[src/fcp_pkg.sv]
// Constants for the flash configuration and protection register block
package fcp_pkg;
  // APB byte offsets
  localparam logic [7:0] ADDR_PROT = 8'h04;
  localparam logic [7:0] ADDR_CFG = 8'h08;
  localparam logic [7:0] ADDR_STAT = 8'h0c;
  // Configuration register fields
  localparam int CFG_BE_IE = 7;
  localparam int CFG_CC_IE = 6;
  localparam int CFG_KEY = 5;
  // Protection register fields
  localparam int PROT_OPEN = 7;
  localparam int PROT_NV6 = 6;
  localparam int PROT_HDIS = 5;
  localparam int PROT_HS_LO = 3;
  localparam int PROT_LDIS = 2;
  localparam int PROT_LS_LO = 0;
  // Status register fields
  localparam int STAT_BE = 7;
  localparam int STAT_CC = 6;
  localparam int STAT_PROTECTION_VIOLATION_FLAG = 5;
  // Backdoor key field value that means enabled
  localparam logic [1:0] KEY_FIELD_ENABLED = 2'h2;
  // Values held under reset
  localparam logic [2:0] CFG_RESET = 3'h0;
  localparam logic [7:0] PROT_RESET = 8'hff;
  // Flash location of the nonvolatile protection byte
  localparam logic [15:0] NV_PROT_ADDR = 16'hff0d;
  // Protection windows
  localparam logic [15:0] HIGH_START_2K = 16'hf800;
  localparam logic [15:0] HIGH_START_4K = 16'hf000;
  localparam logic [15:0] HIGH_START_8K = 16'he000;
  localparam logic [15:0] HIGH_START_16K = 16'hc000;
  localparam logic [15:0] LOW_START = 16'h4000;
  localparam logic [15:0] LOW_END_1K = 16'h43ff;
  localparam logic [15:0] LOW_END_2K = 16'h47ff;
  localparam logic [15:0] LOW_END_4K = 16'h4fff;
  localparam logic [15:0] LOW_END_8K = 16'h5fff;
endpackage

[src/fcp_regs.sv]
// Flash configuration and protection registers with APB slave and window decoder
//
// Chosen here: the APB interface to the registers.
`timescale 1ns/1ns
module fcp_regs (
  input wire logic clk,
  input wire logic rst_b,
  input wire logic psel,
  input wire logic penable,
  input wire logic pwrite,
  input wire logic [7:0] paddr,
  input wire logic [31:0] pwdata,
  output logic [31:0] prdata,
  output logic pready,
  output logic pslverr,
  input wire logic [1:0] backdoor_key_enable_field,
  input wire logic [7:0] nv_prot_byte,
  input wire logic cmd_buffer_empty_flag,
  input wire logic cmd_complete_flag,
  input wire logic pe_req,
  input wire logic pe_mass,
  input wire logic [15:0] pe_addr,
  output logic pe_accept,
  output logic pe_refuse,
  output logic protection_violation_flag,
  output logic buffer_empty_irq,
  output logic cmd_complete_irq,
  output logic key_access_enable
);
  logic buffer_empty_irq_enable;
  logic cmd_complete_irq_enable;
  logic [7:0] flash_range_protection;
  logic prot_loaded;

  // APB decode; one wait state so read data can come from a flop
  wire logic access_wait = psel & penable & ~pready;
  wire logic access_done = psel & penable & pready;
  wire logic wr_fire = access_done & pwrite;
  wire logic hit_prot = paddr == fcp_pkg::ADDR_PROT;
  wire logic hit_cfg = paddr == fcp_pkg::ADDR_CFG;
  wire logic hit_stat = paddr == fcp_pkg::ADDR_STAT;
  wire logic mapped = hit_prot | hit_cfg | hit_stat;
  wire logic wr_cfg = wr_fire & hit_cfg;
  wire logic wr_prot = wr_fire & hit_prot & prot_loaded;
  wire logic wr_stat = wr_fire & hit_stat;

  // Only one of the four field codes opens the key path; the others all lock it
  wire logic key_enabled = backdoor_key_enable_field == fcp_pkg::KEY_FIELD_ENABLED;

  // Current protection fields
  wire logic cur_open = flash_range_protection[fcp_pkg::PROT_OPEN];
  wire logic cur_hdis = flash_range_protection[fcp_pkg::PROT_HDIS];
  wire logic cur_ldis = flash_range_protection[fcp_pkg::PROT_LDIS];
  wire logic [1:0] cur_hs = flash_range_protection[fcp_pkg::PROT_HS_LO +: 2];
  wire logic [1:0] cur_ls = flash_range_protection[fcp_pkg::PROT_LS_LO +: 2];

  // Requested protection fields
  wire logic req_open = pwdata[fcp_pkg::PROT_OPEN];
  wire logic req_hdis = pwdata[fcp_pkg::PROT_HDIS];
  wire logic req_ldis = pwdata[fcp_pkg::PROT_LDIS];
  wire logic [1:0] req_hs = pwdata[fcp_pkg::PROT_HS_LO +: 2];
  wire logic [1:0] req_ls = pwdata[fcp_pkg::PROT_LS_LO +: 2];

  // Transition check: with the polarity kept, a disable bit may only move towards
  // more protection; switching to open-low is allowed only over ranges that were
  // not protected before, since the new unprotected windows sit on them.
  wire logic open_ok = ~req_open | cur_open;
  wire logic h_keep_hi = cur_hdis | ~req_hdis;
  wire logic l_keep_hi = cur_ldis | ~req_ldis;
  wire logic h_keep_lo = ~cur_hdis | req_hdis;
  wire logic l_keep_lo = ~cur_ldis | req_ldis;
  wire logic h_swap_ok = cur_hdis | req_hdis;
  wire logic l_swap_ok = cur_ldis | req_ldis;
  wire logic stay_hi_ok = cur_open & req_open & h_keep_hi & l_keep_hi;
  wire logic stay_lo_ok = ~cur_open & ~req_open & h_keep_lo & l_keep_lo;
  wire logic swap_ok = cur_open & ~req_open & h_swap_ok & l_swap_ok;
  wire logic prot_write_ok = open_ok & (stay_hi_ok | stay_lo_ok | swap_ok);

  // Size fields frozen once their window is enabled
  wire logic [1:0] next_hs = cur_hdis ? req_hs : cur_hs;
  wire logic [1:0] next_ls = cur_ldis ? req_ls : cur_ls;

  logic [7:0] next_prot;
  always_comb begin
    next_prot = flash_range_protection;
    next_prot[fcp_pkg::PROT_OPEN] = req_open;
    next_prot[fcp_pkg::PROT_HDIS] = req_hdis;
    next_prot[fcp_pkg::PROT_LDIS] = req_ldis;
    next_prot[fcp_pkg::PROT_HS_LO +: 2] = next_hs;
    next_prot[fcp_pkg::PROT_LS_LO +: 2] = next_ls;
  end

  // Window decode against the live register contents
  // The map is 64K wide, so the high window always runs to the top address
  logic [15:0] high_start;
  logic [15:0] low_end;
  always_comb begin
    case (cur_hs)
      2'h0: high_start = fcp_pkg::HIGH_START_2K;
      2'h1: high_start = fcp_pkg::HIGH_START_4K;
      2'h2: high_start = fcp_pkg::HIGH_START_8K;
      default: high_start = fcp_pkg::HIGH_START_16K;
    endcase
    case (cur_ls)
      2'h0: low_end = fcp_pkg::LOW_END_1K;
      2'h1: low_end = fcp_pkg::LOW_END_2K;
      2'h2: low_end = fcp_pkg::LOW_END_4K;
      default: low_end = fcp_pkg::LOW_END_8K;
    endcase
  end

  wire logic in_high = ~cur_hdis & (pe_addr >= high_start);
  wire logic in_low = ~cur_ldis & (pe_addr >= fcp_pkg::LOW_START) & (pe_addr <= low_end);
  wire logic in_window = in_high | in_low;
  wire logic addr_protected = cur_open ? in_window : ~in_window;
  wire logic mass_ok = cur_open & cur_hdis & cur_ldis;
  wire logic pe_blocked = pe_mass ? ~mass_ok : addr_protected;
  // Attempts in the load cycle are dropped because the windows are not valid yet
  wire logic pe_valid = pe_req & prot_loaded;

  wire logic protection_violation_flag_set = pe_valid & pe_blocked;
  wire logic protection_violation_flag_clr = wr_stat & pwdata[fcp_pkg::STAT_PROTECTION_VIOLATION_FLAG];

  // Read mux
  // Unmapped addresses and the unused bits read as zero
  logic [7:0] rd_byte;
  always_comb begin
    rd_byte = 8'h00;
    if (hit_prot) begin
      rd_byte = flash_range_protection;
    end else if (hit_cfg) begin
      rd_byte[fcp_pkg::CFG_BE_IE] = buffer_empty_irq_enable;
      rd_byte[fcp_pkg::CFG_CC_IE] = cmd_complete_irq_enable;
      rd_byte[fcp_pkg::CFG_KEY] = key_access_enable;
    end else if (hit_stat) begin
      rd_byte[fcp_pkg::STAT_BE] = cmd_buffer_empty_flag;
      rd_byte[fcp_pkg::STAT_CC] = cmd_complete_flag;
      rd_byte[fcp_pkg::STAT_PROTECTION_VIOLATION_FLAG] = protection_violation_flag;
    end
  end

  // APB answer: pready rises in the second access cycle and drops after one
  // cycle, so a master that holds its request sees a new completion every second cycle.
  wire logic next_pready = access_wait;
  wire logic next_pslverr = access_wait & ~mapped;
  wire logic rd_capture = access_wait & ~pwrite;

  always_ff @(posedge clk) begin
    if (!rst_b) begin
      pready <= 1'b0;
    end else begin
      pready <= next_pready;
    end
  end

  always_ff @(posedge clk) begin
    if (!rst_b) begin
      pslverr <= 1'b0;
    end else begin
      pslverr <= next_pslverr;
    end
  end

  // Read data only moves on a read, so it stays valid until the next read
  always_ff @(posedge clk) begin
    if (!rst_b) begin
      prdata <= 32'h0000_0000;
    end else if (rd_capture) begin
      prdata <= {24'h00_0000, rd_byte};
    end
  end

  // Configuration register; the key bit has its own write strobe because the
  // security field may block it while the enables in the same byte still land.
  wire logic wr_key = wr_cfg & key_enabled;

  always_ff @(posedge clk) begin
    if (!rst_b) begin
      buffer_empty_irq_enable <= fcp_pkg::CFG_RESET[2];
    end else if (wr_cfg) begin
      buffer_empty_irq_enable <= pwdata[fcp_pkg::CFG_BE_IE];
    end
  end

  always_ff @(posedge clk) begin
    if (!rst_b) begin
      cmd_complete_irq_enable <= fcp_pkg::CFG_RESET[1];
    end else if (wr_cfg) begin
      cmd_complete_irq_enable <= pwdata[fcp_pkg::CFG_CC_IE];
    end
  end

  always_ff @(posedge clk) begin
    if (!rst_b) begin
      key_access_enable <= fcp_pkg::CFG_RESET[0];
    end else if (wr_key) begin
      key_access_enable <= pwdata[fcp_pkg::CFG_KEY];
    end
  end

  // Protection register: constant under reset, nonvolatile byte caught on the
  // first edge after release, before any bus write can land.
  wire logic prot_update = wr_prot & prot_write_ok;

  always_ff @(posedge clk) begin
    if (!rst_b) begin
      flash_range_protection <= fcp_pkg::PROT_RESET;
    end else if (!prot_loaded) begin
      flash_range_protection <= nv_prot_byte;
    end else if (prot_update) begin
      flash_range_protection <= next_prot;
    end
  end

  // Load marker: low through reset and on the first edge after it. Protection writes
  // and erase attempts are held off until the register holds the nonvolatile
  // byte, so nothing can race the load.
  always_ff @(posedge clk) begin
    if (!rst_b) begin
      prot_loaded <= 1'b0;
    end else begin
      prot_loaded <= 1'b1;
    end
  end

  // Violation flag: set wins over a write-one clear in the same cycle
  // Writing zero to the flag's status bit leaves it alone
  always_ff @(posedge clk) begin
    if (!rst_b) begin
      protection_violation_flag <= 1'b0;
    end else if (protection_violation_flag_set) begin
      protection_violation_flag <= 1'b1;
    end else if (protection_violation_flag_clr) begin
      protection_violation_flag <= 1'b0;
    end
  end

  // Program/erase verdict: one-cycle pulses, one cycle after the attempt
  wire logic next_pe_accept = pe_valid & ~pe_blocked;
  wire logic next_pe_refuse = pe_valid & pe_blocked;

  always_ff @(posedge clk) begin
    if (!rst_b) begin
      pe_accept <= 1'b0;
    end else begin
      pe_accept <= next_pe_accept;
    end
  end

  always_ff @(posedge clk) begin
    if (!rst_b) begin
      pe_refuse <= 1'b0;
    end else begin
      pe_refuse <= next_pe_refuse;
    end
  end

  // Interrupt requests follow enable AND flag with one flop of delay; the flags
  // are levels, so a request stays up exactly as long as both inputs do.
  wire logic next_be_irq = buffer_empty_irq_enable & cmd_buffer_empty_flag;
  wire logic next_cc_irq = cmd_complete_irq_enable & cmd_complete_flag;

  always_ff @(posedge clk) begin
    if (!rst_b) begin
      buffer_empty_irq <= 1'b0;
    end else begin
      buffer_empty_irq <= next_be_irq;
    end
  end

  always_ff @(posedge clk) begin
    if (!rst_b) begin
      cmd_complete_irq <= 1'b0;
    end else begin
      cmd_complete_irq <= next_cc_irq;
    end
  end

  // key_access_enable is exported so the array path treats writes as key words
  // and returns invalid read data that path lives outside this block.
endmodule

[config.mk]
export PLATFORM = sky130hd
export DESIGN_NAME = fcp_regs
export DESIGN_NICKNAME = d
export VERILOG_FILES = /design/src/fcp_pkg.sv /design/src/fcp_regs.sv
export SDC_FILE = /design/constraint.sdc
export NUM_CORES = 1
export LEC_CHECK = 0
export BUFFER_PORTS_ARGS = -buffer_cell sky130_fd_sc_hd__buf_2
export CAP_MARGIN = 20
export CORE_ASPECT_RATIO = 1.2
export CORE_UTILIZATION = 43
export CTS_CLUSTER_SIZE = 20
export DETAILED_ROUTE_END_ITERATION = 8
export GPL_ROUTABILITY_DRIVEN = 0
export PLACE_DENSITY = 0.91
export SLEW_MARGIN = 10
export SYNTH_ARGS = -nofsm -noshare
export SYNTH_HDL_FRONTEND = slang
export SYNTH_SLANG_ARGS = --single-unit
export TNS_END_PERCENT = 10
[constraint.sdc]
create_clock -name clk -period 2.9 [get_ports clk]
set_input_delay 0.87 -clock clk [delete_from_list [all_inputs] [get_ports clk]]
set_output_delay 0.87 -clock clk [all_outputs]
set_load 0.01 [all_outputs]
[Word level (Yosys, flattened, before mapping)]
Index checks and enable logic that the tools add are counted.
Word-level totals
  input bits: 75
  logic and storage cells: 107
  output and inout bits: 40
  flip-flop bits (word level): 27
Cells by class
  reductions and logical operators: 5
  equality and inequality tests: 11
  muxes and demuxes: 15
  $lt $le $gt $ge: 3
  bitwise operators: 57
Operators by type and width (count)
  $pmux 14 s3: 1
  $pmux 13 s3: 1
  $and 1x1->1: 33
  $eq 8x4->1 const B: 2
  $ge 16x15->1 const B: 1
  $ge 16x16->1: 1
  $le 16x16->1: 1
  $mux 8: 2
  $not 1->1: 12
  $or 1x1->1: 12
  $mux 3: 3
  $eq 8x3->1 const B: 1
  $eq 2x2->1 const B: 3
  $mux 1: 5
  $mux 5: 1
  $eq 2x1->1 const B: 2
  $logic_not 2->1: 2
  $mux 2: 2
  $ne 2x2->1 const B: 2
  $reduce_and 2->1: 2
  $ne 2x1->1 const B: 1
  $reduce_bool 2->1: 1

[Depth between registers and ports, before layout]
  word-level depth: 10
  depth in mapped cells: 7
  depth with buffers taken out: 7

[Worst setup path before layout]
Ideal clock, no wire load.
  path kind: input port to flip-flop
  start: input pe_addr[11]
  end: register pe_accept
  stages: 7
  required time: 2.780 ns
  path buffers: 0
  setup time: 0.120 ns
  arrival time: 2.299 ns
  slack: 0.481 ns
  cell sequence: inv_1 -> ha_1 -> nor4bb_1 -> nand4_1 -> a311o_1 -> and4b_4 -> o31a_1
On the way
  word-level cells in the longest chain between the ends: 9
RTL lines
  start: declaration: RTL line fcp_regs.sv:22  | input wire logic [15:0] pe_addr,
  $ge 16x15->1: RTL line fcp_regs.sv:113  | wire logic in_low = ~cur_ldis & (pe_addr >= fcp_pkg::LOW_START) & (pe_addr <= low_end);
  $and 1x1->1 (2 in series): RTL line fcp_regs.sv:113
  $or 1x1->1 (*): RTL line fcp_regs.sv:114  | wire logic in_window = in_high | in_low;
  $not 1->1: RTL line fcp_regs.sv:115  | wire logic addr_protected = cur_open ? in_window : ~in_window;
  $mux 1 (*): RTL line fcp_regs.sv:115
  $mux 1 (*): RTL line fcp_regs.sv:117  | wire logic pe_blocked = pe_mass ? ~mass_ok : addr_protected;
  $not 1->1 (*): RTL line fcp_regs.sv:239  | wire logic next_pe_accept = pe_valid & ~pe_blocked;
  $and 1x1->1 (*): RTL line fcp_regs.sv:239
  end signal: assignment: RTL line fcp_regs.sv:246  | pe_accept <= next_pe_accept;
  end: declaration: RTL line fcp_regs.sv:23  | output logic pe_accept,
Mark *: on every way between the ends. The rest lies on a longest branch, timed or not.
A chain may end at the register's enable or synchronous reset.

[Worst setup path in the final report]
  start: input pe_addr[11]
  end: register pe_refuse
On the way
  word-level cells in the longest chain between the ends: 8
RTL lines
  $ge 16x15->1: RTL line fcp_regs.sv:113
  $and 1x1->1 (2 in series): RTL line fcp_regs.sv:113
  $or 1x1->1 (*): RTL line fcp_regs.sv:114
  $not 1->1: RTL line fcp_regs.sv:115
  $mux 1 (*): RTL line fcp_regs.sv:115
  $mux 1 (*): RTL line fcp_regs.sv:117
  $and 1x1->1 (*): RTL line fcp_regs.sv:240  | wire logic next_pe_refuse = pe_valid & pe_blocked;
  end signal: assignment: RTL line fcp_regs.sv:254  | pe_refuse <= next_pe_refuse;
  end: declaration: RTL line fcp_regs.sv:24  | output logic pe_refuse,
Marked as above.

==> results_dict.tcl <==
set metrics [dict create \
    hold_class "reg -> reg" \
    critPathKind "in -> reg" \
    avgSynthCellArea_um2 8.79 \
    slew-limit-headroom 0.523 \
    first_pass_iters 4 \
    multi_input_area_um2 1110 \
    netlist-cell-type-count 55 \
    timing.final.hold_violations 0 \
    std_cell_rows 25 \
    ys_top_cells_by_area "dfxtp_1 30%, buf_4 10%, ha_1 4.1%" \
    status "completed" \
    postLayoutCellArea_um2 2140 \
    first_iter_violations 51 \
    p_total_w 0.000758 \
    numCtsBuffers 3 \
    clkSlewWorstSetupHoldPaths_ps 90 \
    grt_pass1_vias 1548 \
    finalSetupTns_ps 0 \
    clkLatencyLatePin_ps 270 \
    numClockSinks 27 \
    io_pins 115 \
    antenna_found_initial 0 \
    arrival_ps 2570 \
    die_h_um 73.3 \
    cellPowerDensity_nw_per_um2 354 \
    cp_max_fo 3 \
    rsz0062_at_grt "false" \
    slew_viol_final 0 \
    endpoint_kind "flip-flop" \
    drive_above_1_share 0.328 \
    synth_top_area_cell "dfxtp_1" \
    ant_nets 0 \
    place_inst 318 \
    syn2layout_area_growth_pct 17.7 \
    start_util 0.455 \
    wl_per_cell_um 12.9 \
    register_area_um2 541 \
    p_leak_nw 0.987 \
    fillers 395 \
    clk_path_buf_depth 2 \
    maxCapViolCount 0 \
    min_delay_path_depth 2 \
    io_buffers 66 \
    holdBufCountCts 0 \
    netlist_area_um2 1820 \
    tightest_slew_ps 714 \
    period_needed_ps 2410 \
    detail_route.drc_violations 0 \
    netlist_instances 207 \
    grt_max_degree 28 \
    via_count 1702 \
    ys_seq_area_frac 0.297 \
    place_area_um2 2100 \
    drt_wl_total_um 4170 \
    cts-root-buf "clkbuf_8" \
    yosysWarnings 0 \
    cts_resized 0 \
    skew_ps 2.47 \
    cts_tree "done" \
    final_nets 350 \
    ys_ff_latch 27 \
    grt_overflow 0 \
    viasPerCell 5.29 \
    max_freq_mhz 415 \
    min_period_over_period 0.832 \
    worst_r2r_path_depth 7 \
    hpwl_um 3280 \
    setup_viol 0 \
    die-area_um2 4500 \
    grt_use_total 0.190 \
    cp-start-kind "input port" \
    postCtsSetupRepairBufs 0 \
    crit_required_ps 3060 \
    htree_levels 1 \
    finish.cell_count_without_fillers 322 \
    num_antenna_cells 0 \
    die_w_um 61.4 \
    design.core.area_um2 4000 \
    grt_first_pass_wirelength_um 6490 \
    ir_drop_mv 0.179 \
    yosysTopAreaCellShare 0.297 \
]
metrics by stage:
step / hold slack, ps / worst slack, ps / utilization
after floorplan: 440 / 481 / -
after global placement: 458 / 278 / 0.524
after detailed placement: 464 / 248 / 0.524
after CTS: 487 / 506 / 0.535
after global routing: 503 / 420 / 0.535
final: 480 / 489 / 0.535
power breakdown:
part / internal, W / switching (W)
Combinational: 0.0000695 / 0.0000809
Sequential: 0.000381 / 0.0000163
Clock: 0.0000985 / 0.000112
cells in the mapped netlist, drive strengths merged:
library cell	number
a221oi	3
o41ai	1
o2111ai	1
or3b	1
o21bai	1
o211ai	1
a21oi	4
nand3b	6
a311o	1
o21ai	5
buf	26
nor3	7
nor3b	3
mux2	4
nor2	11
o2111a	2
conb	1
nand4bb	1
and2	5
a21boi	2
clkbuf	8
and4b	2
mux2i	4
nor4b	2
ha	6
nor4	3
nand2	13
a21o	1
and3	6
nand4	6
and4	1
nor2b	8
o31a	1
inv	8
and2b	1
a31oi	2
nand2b	4
a211oi	3
nand3	5
dfxtp	27
nor4bb	1
a22oi	8
o221ai	1
cell families (layout without fill, tap and decap cells):
kind of cell               count (synthesis)  in the layout  synth area share
buffers and inverters                     42             80             0.139
DFF                                       27             27             0.297
adders and majority gates                  6              6            0.0412
AOI/OAI and AO/OA                         37             37             0.177
other                                      1             24           0.00206
and+or+nand+nor                           86             86             0.293
muxes                                      8              8            0.0509
state kept, by name (all words and copies together), names as in the netlist:
| register | cells |
|---|---|
| key_access_enable | 1 |
| pready | 1 |
| prdata | 8 |
| flash_range_protection | 8 |
| buffer_empty_irq | 1 |
| pe_refuse | 1 |
| protection_violation_flag | 1 |
| pslverr | 1 |
| cmd_complete_irq_enable | 1 |
| pe_accept | 1 |
| buffer_empty_irq_enable | 1 |
| prot_loaded | 1 |
| cmd_complete_irq | 1 |
path summary, 6_finish.rpt:
| check | to | start | slack (ps) |
|---|---|---|---|
| worst max-delay path | pe_refuse$_SDFF_PN0_ | pe_addr[11] | 490 |
| worst min-delay path | flash_range_protection[6]$_SDFFE_PN1N_ | flash_range_protection[6]$_SDFFE_PN1N_ | 480 |
| worst max register to register | pe_refuse$_SDFF_PN0_ | flash_range_protection[4]$_SDFFE_PN1P_ | 720 |
| worst min register to register | flash_range_protection[6]$_SDFFE_PN1N_ | flash_range_protection[6]$_SDFFE_PN1N_ | 480 |
final cells by class:
cell class	instances	area share
tap	54	0.0315
inverter	8	0.0140
timing repair buffer	68	0.161
multi-input combinational	161	0.520
clock buffer	4	0.0210
sequential	27	0.252
critical path, stage by stage:
cell and delay, ps:
buf_2 100, inv_1 40, ha_1 260, nor4bb_1 250, nand4_1 140, a311o_1 380
and4b_4 230, nor4_1 300
layer usage:
metal	global-route usage	share of wire	up-vias
li1	-	-	824
met1	0.225	0.39	795
met2	0.331	0.52	74
met3	0.0282	0.063	9
met4	0.0815	0.022	0
met5	0	0	-
placed cells by master (no fill, tap or decap), types with 6 or more instances in the layout:
master    synthesis  layout
inv_1             8       8
nor2_1           11      11
dfxtp_1          27      27
a22oi_1           8       8
nor2b_1           8       8
nand3b_1          6       6
nor3_1            7       7
ha_1              6       6
buf_2             1      66
nand4_1           6       6
conb_1            1      24
nand2_1          13      13
Power figures use the tool's default switching activity.
